$ cat src/shared/sfr_pkg.sv
package sfr_pkg;

   // Special register addresses
   localparam logic [7:0] SFR_BASE = 8'h80;
   localparam logic [7:0] SFR_PTR_LO = 8'h82;
   localparam logic [7:0] SFR_PTR_HI = 8'h83;
   localparam logic [7:0] SFR_RSVD = 8'h84;
   localparam logic [7:0] SFR_PWR_CTL = 8'h87;
   localparam logic [7:0] SFR_SYS_CTL = 8'hbf;
   localparam logic [7:0] SFR_STATUS = 8'hd0;
   localparam logic [7:0] SFR_WORK = 8'he0;

   // Every implemented special register address; the rest read 00h and drop writes
   localparam int MAPPED_COUNT = 28;
   localparam logic [7:0] MAPPED_ADDR [MAPPED_COUNT] = '{
      8'h80, 8'h81, 8'h82, 8'h83, 8'h87, 8'h88, 8'h89, 8'h8a, 8'h8b, 8'h8c, 8'h8d,
      8'h90, 8'h98, 8'h99, 8'h9f, 8'ha0, 8'ha8, 8'hb0, 8'hb8, 8'hbf,
      8'hc8, 8'hca, 8'hcb, 8'hcc, 8'hcd, 8'hd0, 8'he0, 8'hf0
   };

   // Internal RAM regions
   localparam logic [7:0] RAM_BASE = 8'h00;
   localparam logic [7:0] RAM_BANK_END = 8'h1f;
   localparam logic [7:0] RAM_BIT_BASE = 8'h20;
   localparam logic [7:0] RAM_BIT_END = 8'h2f;
   localparam logic [7:0] RAM_BYTE_BASE = 8'h30;
   localparam logic [7:0] RAM_TOP = 8'h7f;
   localparam int RAM_DEPTH = 128;
   localparam int RAM_AW = 7;
   localparam logic [2:0] BANK_PAD = 3'b000;
   localparam logic [2:0] BIT_LSB_ZERO = 3'b000;

   // Program status fields
   localparam int ST_CARRY = 7;
   localparam int ST_HALF = 6;
   localparam int ST_USER = 5;
   localparam int ST_BANK_HI = 4;
   localparam int ST_BANK_LO = 3;
   localparam int ST_RANGE = 2;
   localparam int ST_PARITY = 0;
   localparam logic [7:0] ST_WMASK = 8'hfc;
   localparam logic [7:0] ST_RESET = 8'h00;

   // Power control fields
   localparam int PCTL_BAUD = 7;
   localparam int PCTL_FLAG1 = 3;
   localparam int PCTL_FLAG0 = 2;
   localparam int PCTL_SLEEP = 1;
   localparam int PCTL_IDLE = 0;
   localparam logic [7:0] PCTL_WMASK = 8'h8f;
   localparam logic [7:0] PCTL_RESET = 8'h00;

   // System control fields
   localparam int SYS_WDR = 7;
   localparam int SYS_ALE_OFF = 0;
   localparam logic [7:0] SYS_WMASK = 8'h81;
   localparam logic [7:0] SYS_RESET = 8'h00;
   localparam logic [7:0] SYS_WDR_SET = 8'h80;

   localparam logic [7:0] BYTE_ZERO = 8'h00;
   localparam logic [7:0] BIT_ONE = 8'h01;
   localparam logic [4:0] NIB_MAX = 5'h0f;

   // Bit operation codes
   localparam logic [1:0] BIT_NONE = 2'h0;
   localparam logic [1:0] BIT_SET = 2'h1;
   localparam logic [1:0] BIT_CLR = 2'h2;
   localparam logic [1:0] BIT_TEST = 2'h3;

   typedef enum logic [2:0] {
      PWR_RUN = 3'b001,
      PWR_IDLE = 3'b010,
      PWR_DOWN = 3'b100
   } pwr_state_e;

endpackage : sfr_pkg

$ cat src/design/internal_ram.sv
`timescale 1ns/1ps
module internal_ram
   import sfr_pkg::*;
(
   input wire logic clk,
   input wire logic wr_en,
   input wire logic [RAM_AW-1:0] addr,
   input wire logic [7:0] wdata,
   output logic [7:0] rdata
);

   // Contents carry no reset and survive idle and power-down
   logic [7:0] mem [0:RAM_DEPTH-1];

   assign rdata = mem[addr];

   always_ff @(posedge clk) begin
      if (wr_en) begin
         mem[addr] <= wdata;
      end
   end

endmodule : internal_ram

$ cat src/design/sfr_system_control.sv
`timescale 1ns/1ps
module sfr_system_control
   import sfr_pkg::*;
(
   input wire logic clk,
   input wire logic rst_n,
   input wire logic [7:0] mem_addr,
   input wire logic mem_direct,
   input wire logic mem_rn,
   input wire logic mem_rd,
   input wire logic mem_wr,
   input wire logic [7:0] mem_wdata,
   input wire logic [7:0] bit_addr,
   input wire logic [1:0] bit_op,
   input wire logic alu_upd,
   input wire logic [7:0] alu_a,
   input wire logic [7:0] alu_b,
   input wire logic alu_cin,
   input wire logic instr_done,
   input wire logic irq_wake,
   input wire logic wdt_overflow,
   input wire logic ale_clk,
   output logic [7:0] rdata_q,
   output logic bit_rdata_q,
   output logic rd_valid_q,
   output logic [15:0] data_pointer_q,
   output logic [7:0] program_status_q,
   output logic [7:0] main_working_q,
   output logic [7:0] power_control_q,
   output logic [7:0] system_control_q,
   output logic baud_doubler_q,
   output logic ale_out_q,
   output logic cpu_halt_q,
   output logic osc_stop_q
);

   function automatic logic [7:0] bank_addr(input logic [1:0] bank, input logic [2:0] idx);
      return {BANK_PAD, bank, idx};
   endfunction : bank_addr

   function automatic logic [7:0] bit_byte_addr(input logic [7:0] ba);
      // Low half maps onto RAM 20h-2Fh, high half onto registers at x0h/x8h
      return ba[7] ? {ba[7:3], BIT_LSB_ZERO} : {RAM_BIT_BASE[7:4], ba[6:3]};
   endfunction : bit_byte_addr

   function automatic logic sfr_mapped(input logic [7:0] a);
      logic hit;
      hit = 1'b0;
      for (int i = 0; i < MAPPED_COUNT; i++) begin
         if (MAPPED_ADDR[i] == a) begin
            hit = 1'b1;
         end
      end
      return hit;
   endfunction : sfr_mapped

   function automatic logic odd_parity(input logic [7:0] v);
      return ^v;
   endfunction : odd_parity

   function automatic logic nibble_carry(input logic [7:0] a, input logic [7:0] b, input logic c);
      logic [4:0] s;
      s = {1'b0, a[3:0]} + {1'b0, b[3:0]} + {4'h0, c};
      return s[4];
   endfunction : nibble_carry

   pwr_state_e power_state_q;
   pwr_state_e power_state_d;
   logic [7:0] sfr_mem [0:RAM_DEPTH-1];
   logic [7:0] program_status_d;
   logic [7:0] power_control_d;
   logic [7:0] system_control_d;
   logic [7:0] main_working_d;

   // Access decode
   wire run = (power_state_q == PWR_RUN);
   wire soft_rst = !rst_n || wdt_overflow;
   wire byte_req = mem_rd || mem_wr;
   wire bit_req = (bit_op != BIT_NONE) && !byte_req;
   wire [1:0] bank_sel = {program_status_q[ST_BANK_HI], program_status_q[ST_BANK_LO]};
   wire [7:0] rn_addr = bank_addr(bank_sel, mem_addr[2:0]);
   wire [7:0] byte_addr = mem_rn ? rn_addr : mem_addr;
   wire [7:0] eff_addr = bit_req ? bit_byte_addr(bit_addr) : byte_addr;
   wire eff_direct = bit_req || (mem_direct && !mem_rn);
   wire ram_hit = !eff_addr[7];
   wire sfr_hit = eff_addr[7] && eff_direct && sfr_mapped(eff_addr);

   wire [7:0] ram_rdata;
   wire [7:0] sfr_rdata = (eff_addr == SFR_PTR_LO) ? data_pointer_q[7:0] :
                          (eff_addr == SFR_PTR_HI) ? data_pointer_q[15:8] :
                          (eff_addr == SFR_PWR_CTL) ? power_control_q :
                          (eff_addr == SFR_SYS_CTL) ? system_control_q :
                          (eff_addr == SFR_STATUS) ? program_status_q :
                          (eff_addr == SFR_WORK) ? main_working_q :
                          sfr_mem[eff_addr[RAM_AW-1:0]];
   wire [7:0] cur_byte = ram_hit ? ram_rdata : (sfr_hit ? sfr_rdata : BYTE_ZERO);
   wire [2:0] bit_sel = bit_addr[2:0];
   wire [7:0] bit_mask = BIT_ONE << bit_sel;
   wire cur_bit = cur_byte[bit_sel];
   wire [7:0] bit_new = (bit_op == BIT_SET) ? (cur_byte | bit_mask) : (cur_byte & ~bit_mask);
   wire bit_wr = bit_req && (bit_op == BIT_SET || bit_op == BIT_CLR);
   wire [7:0] wr_byte = bit_req ? bit_new : mem_wdata;
   wire wr_go = run && (mem_wr || bit_wr);
   wire ram_we = wr_go && ram_hit;
   wire sfr_we = wr_go && sfr_hit;
   wire we_ptr_lo = sfr_we && (eff_addr == SFR_PTR_LO);
   wire we_ptr_hi = sfr_we && (eff_addr == SFR_PTR_HI);
   wire we_pwr = sfr_we && (eff_addr == SFR_PWR_CTL);
   wire we_sys = sfr_we && (eff_addr == SFR_SYS_CTL);
   wire we_status = sfr_we && (eff_addr == SFR_STATUS);
   wire we_work = sfr_we && (eff_addr == SFR_WORK);
   wire we_gen = sfr_we && !(we_ptr_lo || we_ptr_hi || we_pwr || we_sys || we_status || we_work);
   wire rd_go = run && (mem_rd || (bit_req && bit_op == BIT_TEST));

   // Arithmetic flag capture
   wire alu_go = run && alu_upd;
   wire [8:0] alu_sum = {1'b0, alu_a} + {1'b0, alu_b} + {8'h00, alu_cin};
   wire alu_half = nibble_carry(alu_a, alu_b, alu_cin);
   wire alu_ovf = (alu_a[7] == alu_b[7]) && (alu_sum[7] != alu_a[7]);

   // Power mode control
   wire wake_go = (power_state_q == PWR_IDLE) && irq_wake;
   wire pd_go = run && instr_done && power_control_q[PCTL_SLEEP];
   wire idle_go = run && instr_done && power_control_q[PCTL_IDLE] && !power_control_q[PCTL_SLEEP];

   internal_ram u_ram (
      .clk(clk),
      .wr_en(ram_we),
      .addr(eff_addr[RAM_AW-1:0]),
      .wdata(wr_byte),
      .rdata(ram_rdata)
   );

   always_comb begin
      program_status_d = program_status_q;
      if (we_status) begin
         program_status_d = (wr_byte & ST_WMASK) | (program_status_q & ~ST_WMASK);
      end
      if (alu_go) begin
         program_status_d[ST_CARRY] = alu_sum[8];
         program_status_d[ST_HALF] = alu_half;
         program_status_d[ST_RANGE] = alu_ovf;
      end
      program_status_d[ST_PARITY] = odd_parity(main_working_q);
   end

   assign main_working_d = alu_go ? alu_sum[7:0] : (we_work ? wr_byte : main_working_q);

   always_comb begin
      power_control_d = power_control_q;
      if (we_pwr) begin
         power_control_d = (wr_byte & PCTL_WMASK) | (power_control_q & ~PCTL_WMASK);
      end
      if (wake_go) begin
         power_control_d[PCTL_IDLE] = 1'b0;
      end
   end

   always_comb begin
      system_control_d = system_control_q;
      if (we_sys) begin
         system_control_d = wr_byte & SYS_WMASK;
      end
   end

   always_comb begin
      power_state_d = power_state_q;
      case (power_state_q)
         PWR_RUN: begin
            if (pd_go) begin
               power_state_d = PWR_DOWN;
            end else if (idle_go) begin
               power_state_d = PWR_IDLE;
            end
         end
         PWR_IDLE: begin
            if (irq_wake) begin
               power_state_d = PWR_RUN;
            end
         end
         PWR_DOWN: begin
            power_state_d = PWR_DOWN;
         end
         default: begin
            power_state_d = PWR_RUN;
         end
      endcase
   end

   // Watchdog overflow resets the block but leaves its flag set
   always_ff @(posedge clk) begin
      if (!rst_n) begin
         system_control_q <= SYS_RESET;
      end else if (wdt_overflow) begin
         system_control_q <= SYS_WDR_SET;
      end else begin
         system_control_q <= system_control_d;
      end
   end

   always_ff @(posedge clk) begin
      if (soft_rst) begin
         power_state_q <= PWR_RUN;
         power_control_q <= PCTL_RESET;
         program_status_q <= ST_RESET;
         main_working_q <= BYTE_ZERO;
         data_pointer_q <= {BYTE_ZERO, BYTE_ZERO};
      end else begin
         power_state_q <= power_state_d;
         power_control_q <= power_control_d;
         program_status_q <= program_status_d;
         main_working_q <= main_working_d;
         if (we_ptr_lo) begin
            data_pointer_q[7:0] <= wr_byte;
         end
         if (we_ptr_hi) begin
            data_pointer_q[15:8] <= wr_byte;
         end
      end
   end

   always_ff @(posedge clk) begin
      if (soft_rst) begin
         for (int i = 0; i < RAM_DEPTH; i++) begin
            sfr_mem[i] <= BYTE_ZERO;
         end
      end else if (we_gen) begin
         sfr_mem[eff_addr[RAM_AW-1:0]] <= wr_byte;
      end
   end

   always_ff @(posedge clk) begin
      if (soft_rst) begin
         rdata_q <= BYTE_ZERO;
         bit_rdata_q <= 1'b0;
         rd_valid_q <= 1'b0;
      end else begin
         rd_valid_q <= rd_go;
         if (rd_go) begin
            rdata_q <= cur_byte;
            bit_rdata_q <= cur_bit;
         end
      end
   end

   always_ff @(posedge clk) begin
      if (soft_rst) begin
         baud_doubler_q <= 1'b0;
         ale_out_q <= 1'b0;
         cpu_halt_q <= 1'b0;
         osc_stop_q <= 1'b0;
      end else begin
         baud_doubler_q <= power_control_d[PCTL_BAUD];
         ale_out_q <= ale_clk && !system_control_d[SYS_ALE_OFF] && (power_state_d != PWR_DOWN);
         cpu_halt_q <= (power_state_d != PWR_RUN);
         osc_stop_q <= (power_state_d == PWR_DOWN);
      end
   end

   wire ref_half = ({1'b0, alu_a[3:0]} + {1'b0, alu_b[3:0]} + {4'h0, alu_cin}) > NIB_MAX;
endmodule : sfr_system_control

$ cat config.mk
export PLATFORM = sky130hd
export DESIGN_NAME = sfr_system_control
export DESIGN_NICKNAME = d
export VERILOG_FILES = /design/src/shared/sfr_pkg.sv /design/src/design/internal_ram.sv /design/src/design/sfr_system_control.sv
export SDC_FILE = /design/constraint.sdc
export NUM_CORES = 2
export LEC_CHECK = 0
export BUFFER_PORTS_ARGS = -buffer_cell sky130_fd_sc_hd__clkbuf_2
export CAP_MARGIN = 10
export CELL_PAD_IN_SITES_DETAIL_PLACEMENT = 0
export CELL_PAD_IN_SITES_GLOBAL_PLACEMENT = 1
export CORE_MARGIN = 10
export CORE_UTILIZATION = 35
export DETAILED_ROUTE_END_ITERATION = 16
export PLACE_DENSITY_LB_ADDON = 0.25
export RECOVER_POWER = 50
export SLEW_MARGIN = 10
export SYNTH_ARGS = -nofsm -noshare
export SYNTH_HDL_FRONTEND = slang
export SYNTH_SLANG_ARGS = --single-unit
$ cat constraint.sdc
create_clock -name clk -period 5.2 [get_ports clk]
set_input_delay 0.26 -clock clk [delete_from_list [all_inputs] [get_ports clk]]
set_output_delay 0.26 -clock clk [all_outputs]
set_load 0.05 [all_outputs]
[Word-level counts from Yosys, hierarchy flattened]
Memory sizes are Yosys's and may differ from the RTL's.
Index checks and enable logic that the tools add are counted.
Word-level totals
  bits in writable memories: 2048
  logic and storage cells: 194
  bits in registers: 58
  memories kept: 2
Memories
  sfr_mem: depth 128, bits a word 8, read ports 1, clocked after memory_dff 0, wr ports 128, line sfr_system_control.sv:69  | logic [7:0] sfr_mem [0:RAM_DEPTH-1];
  u_ram.mem: depth 128, bits a word 8, read ports 1, clocked after memory_dff 0, wr ports 1, line internal_ram.sv:13  | logic [7:0] mem [0:RAM_DEPTH-1];
Operators by class
  reductions and logical operators: 52
  bitwise gates (word level): 6
  $lt $le $gt $ge: 1
  equal/unequal tests: 45
  add/sub/neg operators: 4
  mux-type cells: 65
  shift-type cells: 1
Operators with widths (number)
  equality test 8 bit (first input constant): 28
  2-to-1 mux 8 bit: 20
  equality test 8 bit (second input constant): 6
  2-to-1 mux 1 bit: 38
  logical AND 1 bit: 26
  logical OR 1 bit: 11
  adder 8 x 8 -> 9 bit: 1
  adder 9 x 1 -> 9 bit: 1
  2-to-1 mux 3 bit: 3
  case mux 3 bit (3 select lines): 1
  bitwise AND 8 bit: 1
  NOT 8 bit: 1
  bitwise OR 8 x 2 -> 8 bit: 1
  bitwise OR 8 x 7 -> 8 bit: 1
  bitwise OR 8 bit: 1
  nonzero test 2 bit: 4
  OR reduction 8 bit: 1
  parity 8 bit: 1
  left shift 1 x 3 -> 8 bit (first input constant): 1
  zero test 1 bit: 7
  2-to-1 mux 7 bit: 1
  equality test 3 bit (second input constant): 2
  adder 4 x 4 -> 5 bit: 1
  adder 5 x 1 -> 5 bit: 1
  13 further kinds: 15

[Depth between registers and ports, before layout]
  depth in word-level cells: 48
  gate-level depth with buffers: 23
  gate-level depth less buffers: 14

[Cells and area by module]
From an unflattened synthesis, not the netlist that was laid out.
Unflattened totals
  cells, all modules: 5783
  area total of the unflattened synthesis: 85391.9 µm²
Modules (own cells, without submodules)
  sfr_system_control: cells each 3316, area an instance 45118.3 µm², instances 1
  internal_ram: cells each 2467, area an instance 40273.6 µm², instances 1

[Worst setup path after synthesis]
Ideal clock, no wire load.
  path kind: in2reg
  start: in bit_op[0]
  end: mem u_ram.mem[0][7] (data pin)
  path buffers: 8
  stages: 21
  setup time: 0.486 ns
  slack: -0.234 ns
  arrival time: 4.947 ns
  cells stage by stage: inv_1 > ha_1 > buf_6 > or3_1 > buf_2 > o21ai_2 > buf_2 > buf_2 > buf_4 > buf_2 > nand2_1 > a311oi_1 > a21oi_1 > o221ai_1 > o21ai_1 > o22ai_1 > mux2i_1 > o21a_1 > buf_2 > buf_2 > inv_1
On the way
  longest elaborated chain between the ends: 38
RTL lines
  start, declared: line sfr_system_control.sv:14  | input wire logic [1:0] bit_op,
  nonzero test 2 bit: line sfr_system_control.sv:79  | wire bit_req = (bit_op != BIT_NONE) && !byte_req;
  logical AND 1 bit: line sfr_system_control.sv:79
  2-to-1 mux 8 bit: line sfr_system_control.sv:83  | wire [7:0] eff_addr = bit_req ? bit_byte_addr(bit_addr) : byte_addr;
  equality test 8 bit: line sfr_system_control.sv:50  | if (MAPPED_ADDR[i] == a) begin
  2-to-1 mux 1 bit (28 in a row): line sfr_system_control.sv:50
  logical AND 1 bit: line sfr_system_control.sv:86  | wire sfr_hit = eff_addr[7] && eff_direct && sfr_mapped(eff_addr);
  2-to-1 mux 8 bit (2 in a row): line sfr_system_control.sv:96  | wire [7:0] cur_byte = ram_hit ? ram_rdata : (sfr_hit ? sfr_rdata : BYTE_ZERO);
  bitwise AND 8 bit / bitwise OR 8 bit (equally long branches): line sfr_system_control.sv:100  | wire [7:0] bit_new = (bit_op == BIT_SET) ? (cur_byte | bit_mask) : (cur_byte & ~bit_mask);
  2-to-1 mux 8 bit: line sfr_system_control.sv:100
  2-to-1 mux 8 bit (*): line sfr_system_control.sv:102  | wire [7:0] wr_byte = bit_req ? bit_new : mem_wdata;
  via u_ram.wdata[7]: line internal_ram.sv:8  | input wire logic [7:0] wdata,
  end, declared: line internal_ram.sv:13
The timed path passes the listed nets; every way through them passes the cells marked *.

[Worst setup path after layout]
  start: reg program_status_q[3]
  end: reg program_status_q[2]
On the way
  longest elaborated chain between the ends: 40
RTL lines
  start, declared: line sfr_system_control.sv:27  | output logic [7:0] program_status_q,
  start signal, assigned: line sfr_system_control.sv:211  | program_status_q <= program_status_d;
  2-to-1 mux 8 bit (*): line sfr_system_control.sv:82  | wire [7:0] byte_addr = mem_rn ? rn_addr : mem_addr;
  2-to-1 mux 8 bit (*): line sfr_system_control.sv:83
  equality test 8 bit: line sfr_system_control.sv:50
  2-to-1 mux 1 bit (28 in a row): line sfr_system_control.sv:50
  logical AND 1 bit: line sfr_system_control.sv:86
  2-to-1 mux 8 bit (2 in a row): line sfr_system_control.sv:96
  bitwise AND 8 bit / bitwise OR 8 bit (equally long branches): line sfr_system_control.sv:100
  2-to-1 mux 8 bit: line sfr_system_control.sv:100
  2-to-1 mux 8 bit: line sfr_system_control.sv:102
  bitwise OR 8 x 2 -> 8 bit: line sfr_system_control.sv:137  | program_status_d = (wr_byte & ST_WMASK) | (program_status_q & ~ST_WMASK);
  2-to-1 mux 8 bit: line sfr_system_control.sv:136  | if (we_status) begin
  2-to-1 mux 1 bit: line sfr_system_control.sv:139  | if (alu_go) begin
Mark *: on every way between the ends. The rest lies on a longest branch, timed or not. The select of a mux whose other input is x is not followed.
A chain may end at the register's enable or synchronous reset.

==> summary.md <==
| Metric | Value |
|---|---|
| 1st-iter DRT viols | 6337 |
| First-pass GRT wire length | 429.1 mm |
| Share of synthesized registers carrying an async set or reset | 0 |
| Setup CP Type | reg -> reg |
| Final Hold Vio Count | 0 |
| Final #Nets | 7973 |
| Clk sinks | 2102 |
| H-tree levels | 4 |
| First-pass detailed-route iteration total | 6 |
| Syn Inst Count | 6270 |
| Final Max Tran Viols | 221 |
| Layout Utilization | 0.4357 |
| Placed insts | 10870 |
| Worst slew pin tran | 2.527 ns |
| Status | finished, violations left |
| Vias in the first global route | 56790 |
| Yosys cell types | 90 |
| Share of power burned in registers | 0.497 |
| Pwr dens | 370.6 nW/um2 |
| Fin crit share | 0.9963 |
| Yosys warns | 0 |
| Num CTS Buffers | 221 |
| Die X | 516.0 um |
| Hold Path Class | in -> reg |
| Avg Cell Area, Syn | 13.73 um2 |
| Starting Density | 0.3511 |
| WL/cell | 27.05 um |
| Initial antenna violation count | 22 |
| Sequential area share after synthesis | 0.7268 |
| Sw Pwr | 10000 uW |
| EDFF count, synth | 2048 |
| Unrepaired setup endpoints after global routing | no |
| Worst Skew | 0.09104 ns |
| Port Buffers | 105 |
| F_max | 193.0 MHz |
| Design Power | 39600 uW |
| DR DRC count | 0 |
| Arr. time, crit path | 5.98 ns |
| Final Setup Violations | 0 |
| Core area | 245300 um2 |
| Ys flop type | edfxtp_1 |
| Top cells by area, synth | edfxtp_1 71%, nand2_1 5.8%, nand3_1 3.6% |
| Worst relative slew slack | -0.6848 |
| Avg Vias per Cell | 5.152 |
| Crit path time final | 5.181 ns |
| Largest net degree at the start of global routing | 77 |
| Max_cap viols | 6 |
| Mapped Area | 86100 um2 |
| Sw Ratio | 0.2525 |
| Share of cells above drive strength 1 | 0.1530 |
| TritonCTS clock tree | built |
| Yosys top cell area share | 0.7142 |
| Die area | 266300 um2 |
| Cell row count | 182 |
| Crit end category | register |
| Worst path cell trace | mux2i_1 -> mux2i_4 -> buf_12 -> nor2_4 -> buf_4 -> a31oi_1 -> nand3_1 -> nand4_1 -> buf_4 -> a41o_1 -> a31oi_1 -> a21oi_4 -> buf_4 -> a21o_1 -> o31ai_1 -> dlygate4sd3_1 |
| Critical path buffers and inverters | 5 |
| Clock share of power | 0.388 |
| Max incr delay on CP | 0.72 ns |
| DP HPWL | 217.3 mm |
| Max VDD drop | 0.0002924 V |
| Internal | 29600 uW |
| Height of the die | 516.0 um |
| Root buf cell | clkbuf_16 |
| Placer Congestion | 0.9448 |
| Boundary Pins | 116 |
| Violated checks | capacitance limit, slew limit |
| Total Wirelength | 306.2 mm |
| Maximum fanout along the worst path | 16 |
| CP required | 6.00 ns |
| CP dominant cell by count | buf_4 |
| Setup Buffers After CTS | 0 |
| Total number of vias | 58340 |
| Gr ovfl total | 0 |
| Comb pwr share | 0.115 |
| Crit start category | register |
| CTS max path bufs | 3 |
| Register bit total from synthesis | 2102 |
| Yosys top cell by area | edfxtp_1 |
| Clk pin slew, worst setup/hold paths | 0.06 ns |
| Top delay family on crit path | buffers and inverters |
| Antenna viol nets, final | 0 |
| CP max-delay cell | nor2_4 |
| Lkg Pwr | 0.04018 uW |
| Gr usage total | 0.2240 |
| Non-Filler Instances | 11320 |
| Clock Latency Late Sink | 0.89 ns |
| Area growth syn-to-layout | 24.11% |
==> final cells by class <==
cell class / count / area, um2
inverters: 140 / 555.5
well taps: 3220 / 4029
repair buffers: 956 / 8115
multi-input cells: 4486 / 24540
fillers: 22620 / 138400
flip-flops and latches: 2102 / 62580
diodes: 13 / 32.53
clock buffers: 260 / 5719
clock inverters: 146 / 1285
==> worst register-to-register path: cells and delay by family (launching register included) <==
family | cells | cell delay (ns)
compound gates | 6 | 1.09
simple gates | 3 | 1.38
buf+inv | 5 | 1.80
mux | 2 | 0.56
flops | 1 | 0.31
==> power by group through the flow <==
| stage | sequential (uW) | clock, uW | combinational, uW |
|---|---|---|---|
| after CTS | 19700 | 15600 | 4520 |
| after global placement | 20000 | 0 | 4450 |
| final | 19700 | 15400 | 4550 |
| after floorplan | 20000 | 0 | 2070 |
| after detailed placement | 20000 | 0 | 4470 |
| after global routing | 19700 | 16300 | 4790 |
==> kinds of logic after synthesis <==
kind of cell	after synthesis	synth area share
AND/OR/NAND/NOR	2601	0.1311
other	1	0.00004355
XOR/XNOR	14	0.001424
flip-flops	2102	0.7268
adder cells (fa/ha/maj)	12	0.001918
AO/OA/AOI/OAI	602	0.04923
multiplexers	399	0.06041
buffers and inverters	539	0.02903
==> cell usage after synthesis (9+ instances only) <==
master    count
nand4_1      57
a21o_1       13
nor3_1       23
a22oi_1      21
clkbuf_1    114
o22ai_1      34
a32oi_1      50
mux2i_1     291
mux4_2       95
nor4_1       27
o211ai_1     42
and2_1       17
a211oi_1     49
buf_1        28
dfxtp_1      54
nand2_1    1322
buf_4        31
o21a_1        9
xnor2_1      10
or4_1        14
nor2_1      393
a311oi_1     33
mux2_2       12
o21ai_0      58
a21oi_1     116
edfxtp_1   2048
nand3_1     626
nor2b_1      10
buf_2       215
inv_1       140
and3_1       59
ha_1         10
a31oi_1      68
o211a_1      22
buf_6        10
==> worst paths after layout <==
path                                    startpoint  cells after the start  slack [ns]                               end
hold reg to reg            rdata_q[6]$_SDFFE_PP0P_                      2        0.53           rdata_q[6]$_SDFFE_PP0P_
setup / recovery  program_status_q[3]$_SDFFE_PP0P_                     16        0.02  program_status_q[2]$_SDFFE_PP0P_
setup reg to reg  program_status_q[3]$_SDFFE_PP0P_                     16        0.02  program_status_q[2]$_SDFFE_PP0P_
hold / removal                        mem_wdata[4]                      6        0.08      sfr_mem[40][4]$_SDFFCE_PN0P_
==> layer usage <==
layer	vias to the layer above	track usage	share of wire
met4	12	0.08186	0.042
li1	25820	-	-
met5	-	0	0.00024
met1	29500	0.2973	0.41
met2	2429	0.3648	0.47
met3	574	0.04542	0.080
==> metrics by stage <==
stage	TNS, ns	hold WS (ns)	cell area (um2)	worst slack (ns)
final	0	0.08223	106900	0.01920
after global routing	0	0.07080	106800	0.01528
after CTS	0	0.02208	107300	0.05629
after detailed placement	-243.87	0.4887	99900	-0.5851
after global placement	-382.20	0.4807	99900	-1.434
after floorplan	0	0.3775	89350	0.04897
==> layout by cell type, fill, tap and decap left out, types with 115 or more instances in the layout <==
cell type,instances
conb_1,858
clkbuf_1,195
inv_1,132
edfxtp_1,2048
nand2_1,1322
clkbuf_16,223
mux2i_1,290
nand3_1,626
buf_12,126
buf_4,578
a21oi_1,115
nor2_1,380
==> registers in the layout, summed over array words and instances (netlist names) <==
name	cells
power_control_q	4
main_working_q	8
ale_out_q	1
data_pointer_q	16
osc_stop_q	1
program_status_q	7
bit_rdata_q	1
cpu_halt_q	1
power_state_q	3
baud_doubler_q	1
sfr_mem	1024
rdata_q	8
u_ram.mem	1024
system_control_q	2
rd_valid_q	1
==> repair_timing <==
action                     4_1_cts  5_1_grt
resized for setup                0        2
hold endpoints to repair        26        0
setup endpoints to repair        0       89
hold buffers                    38        0
Power figures use the tool's default switching activity.
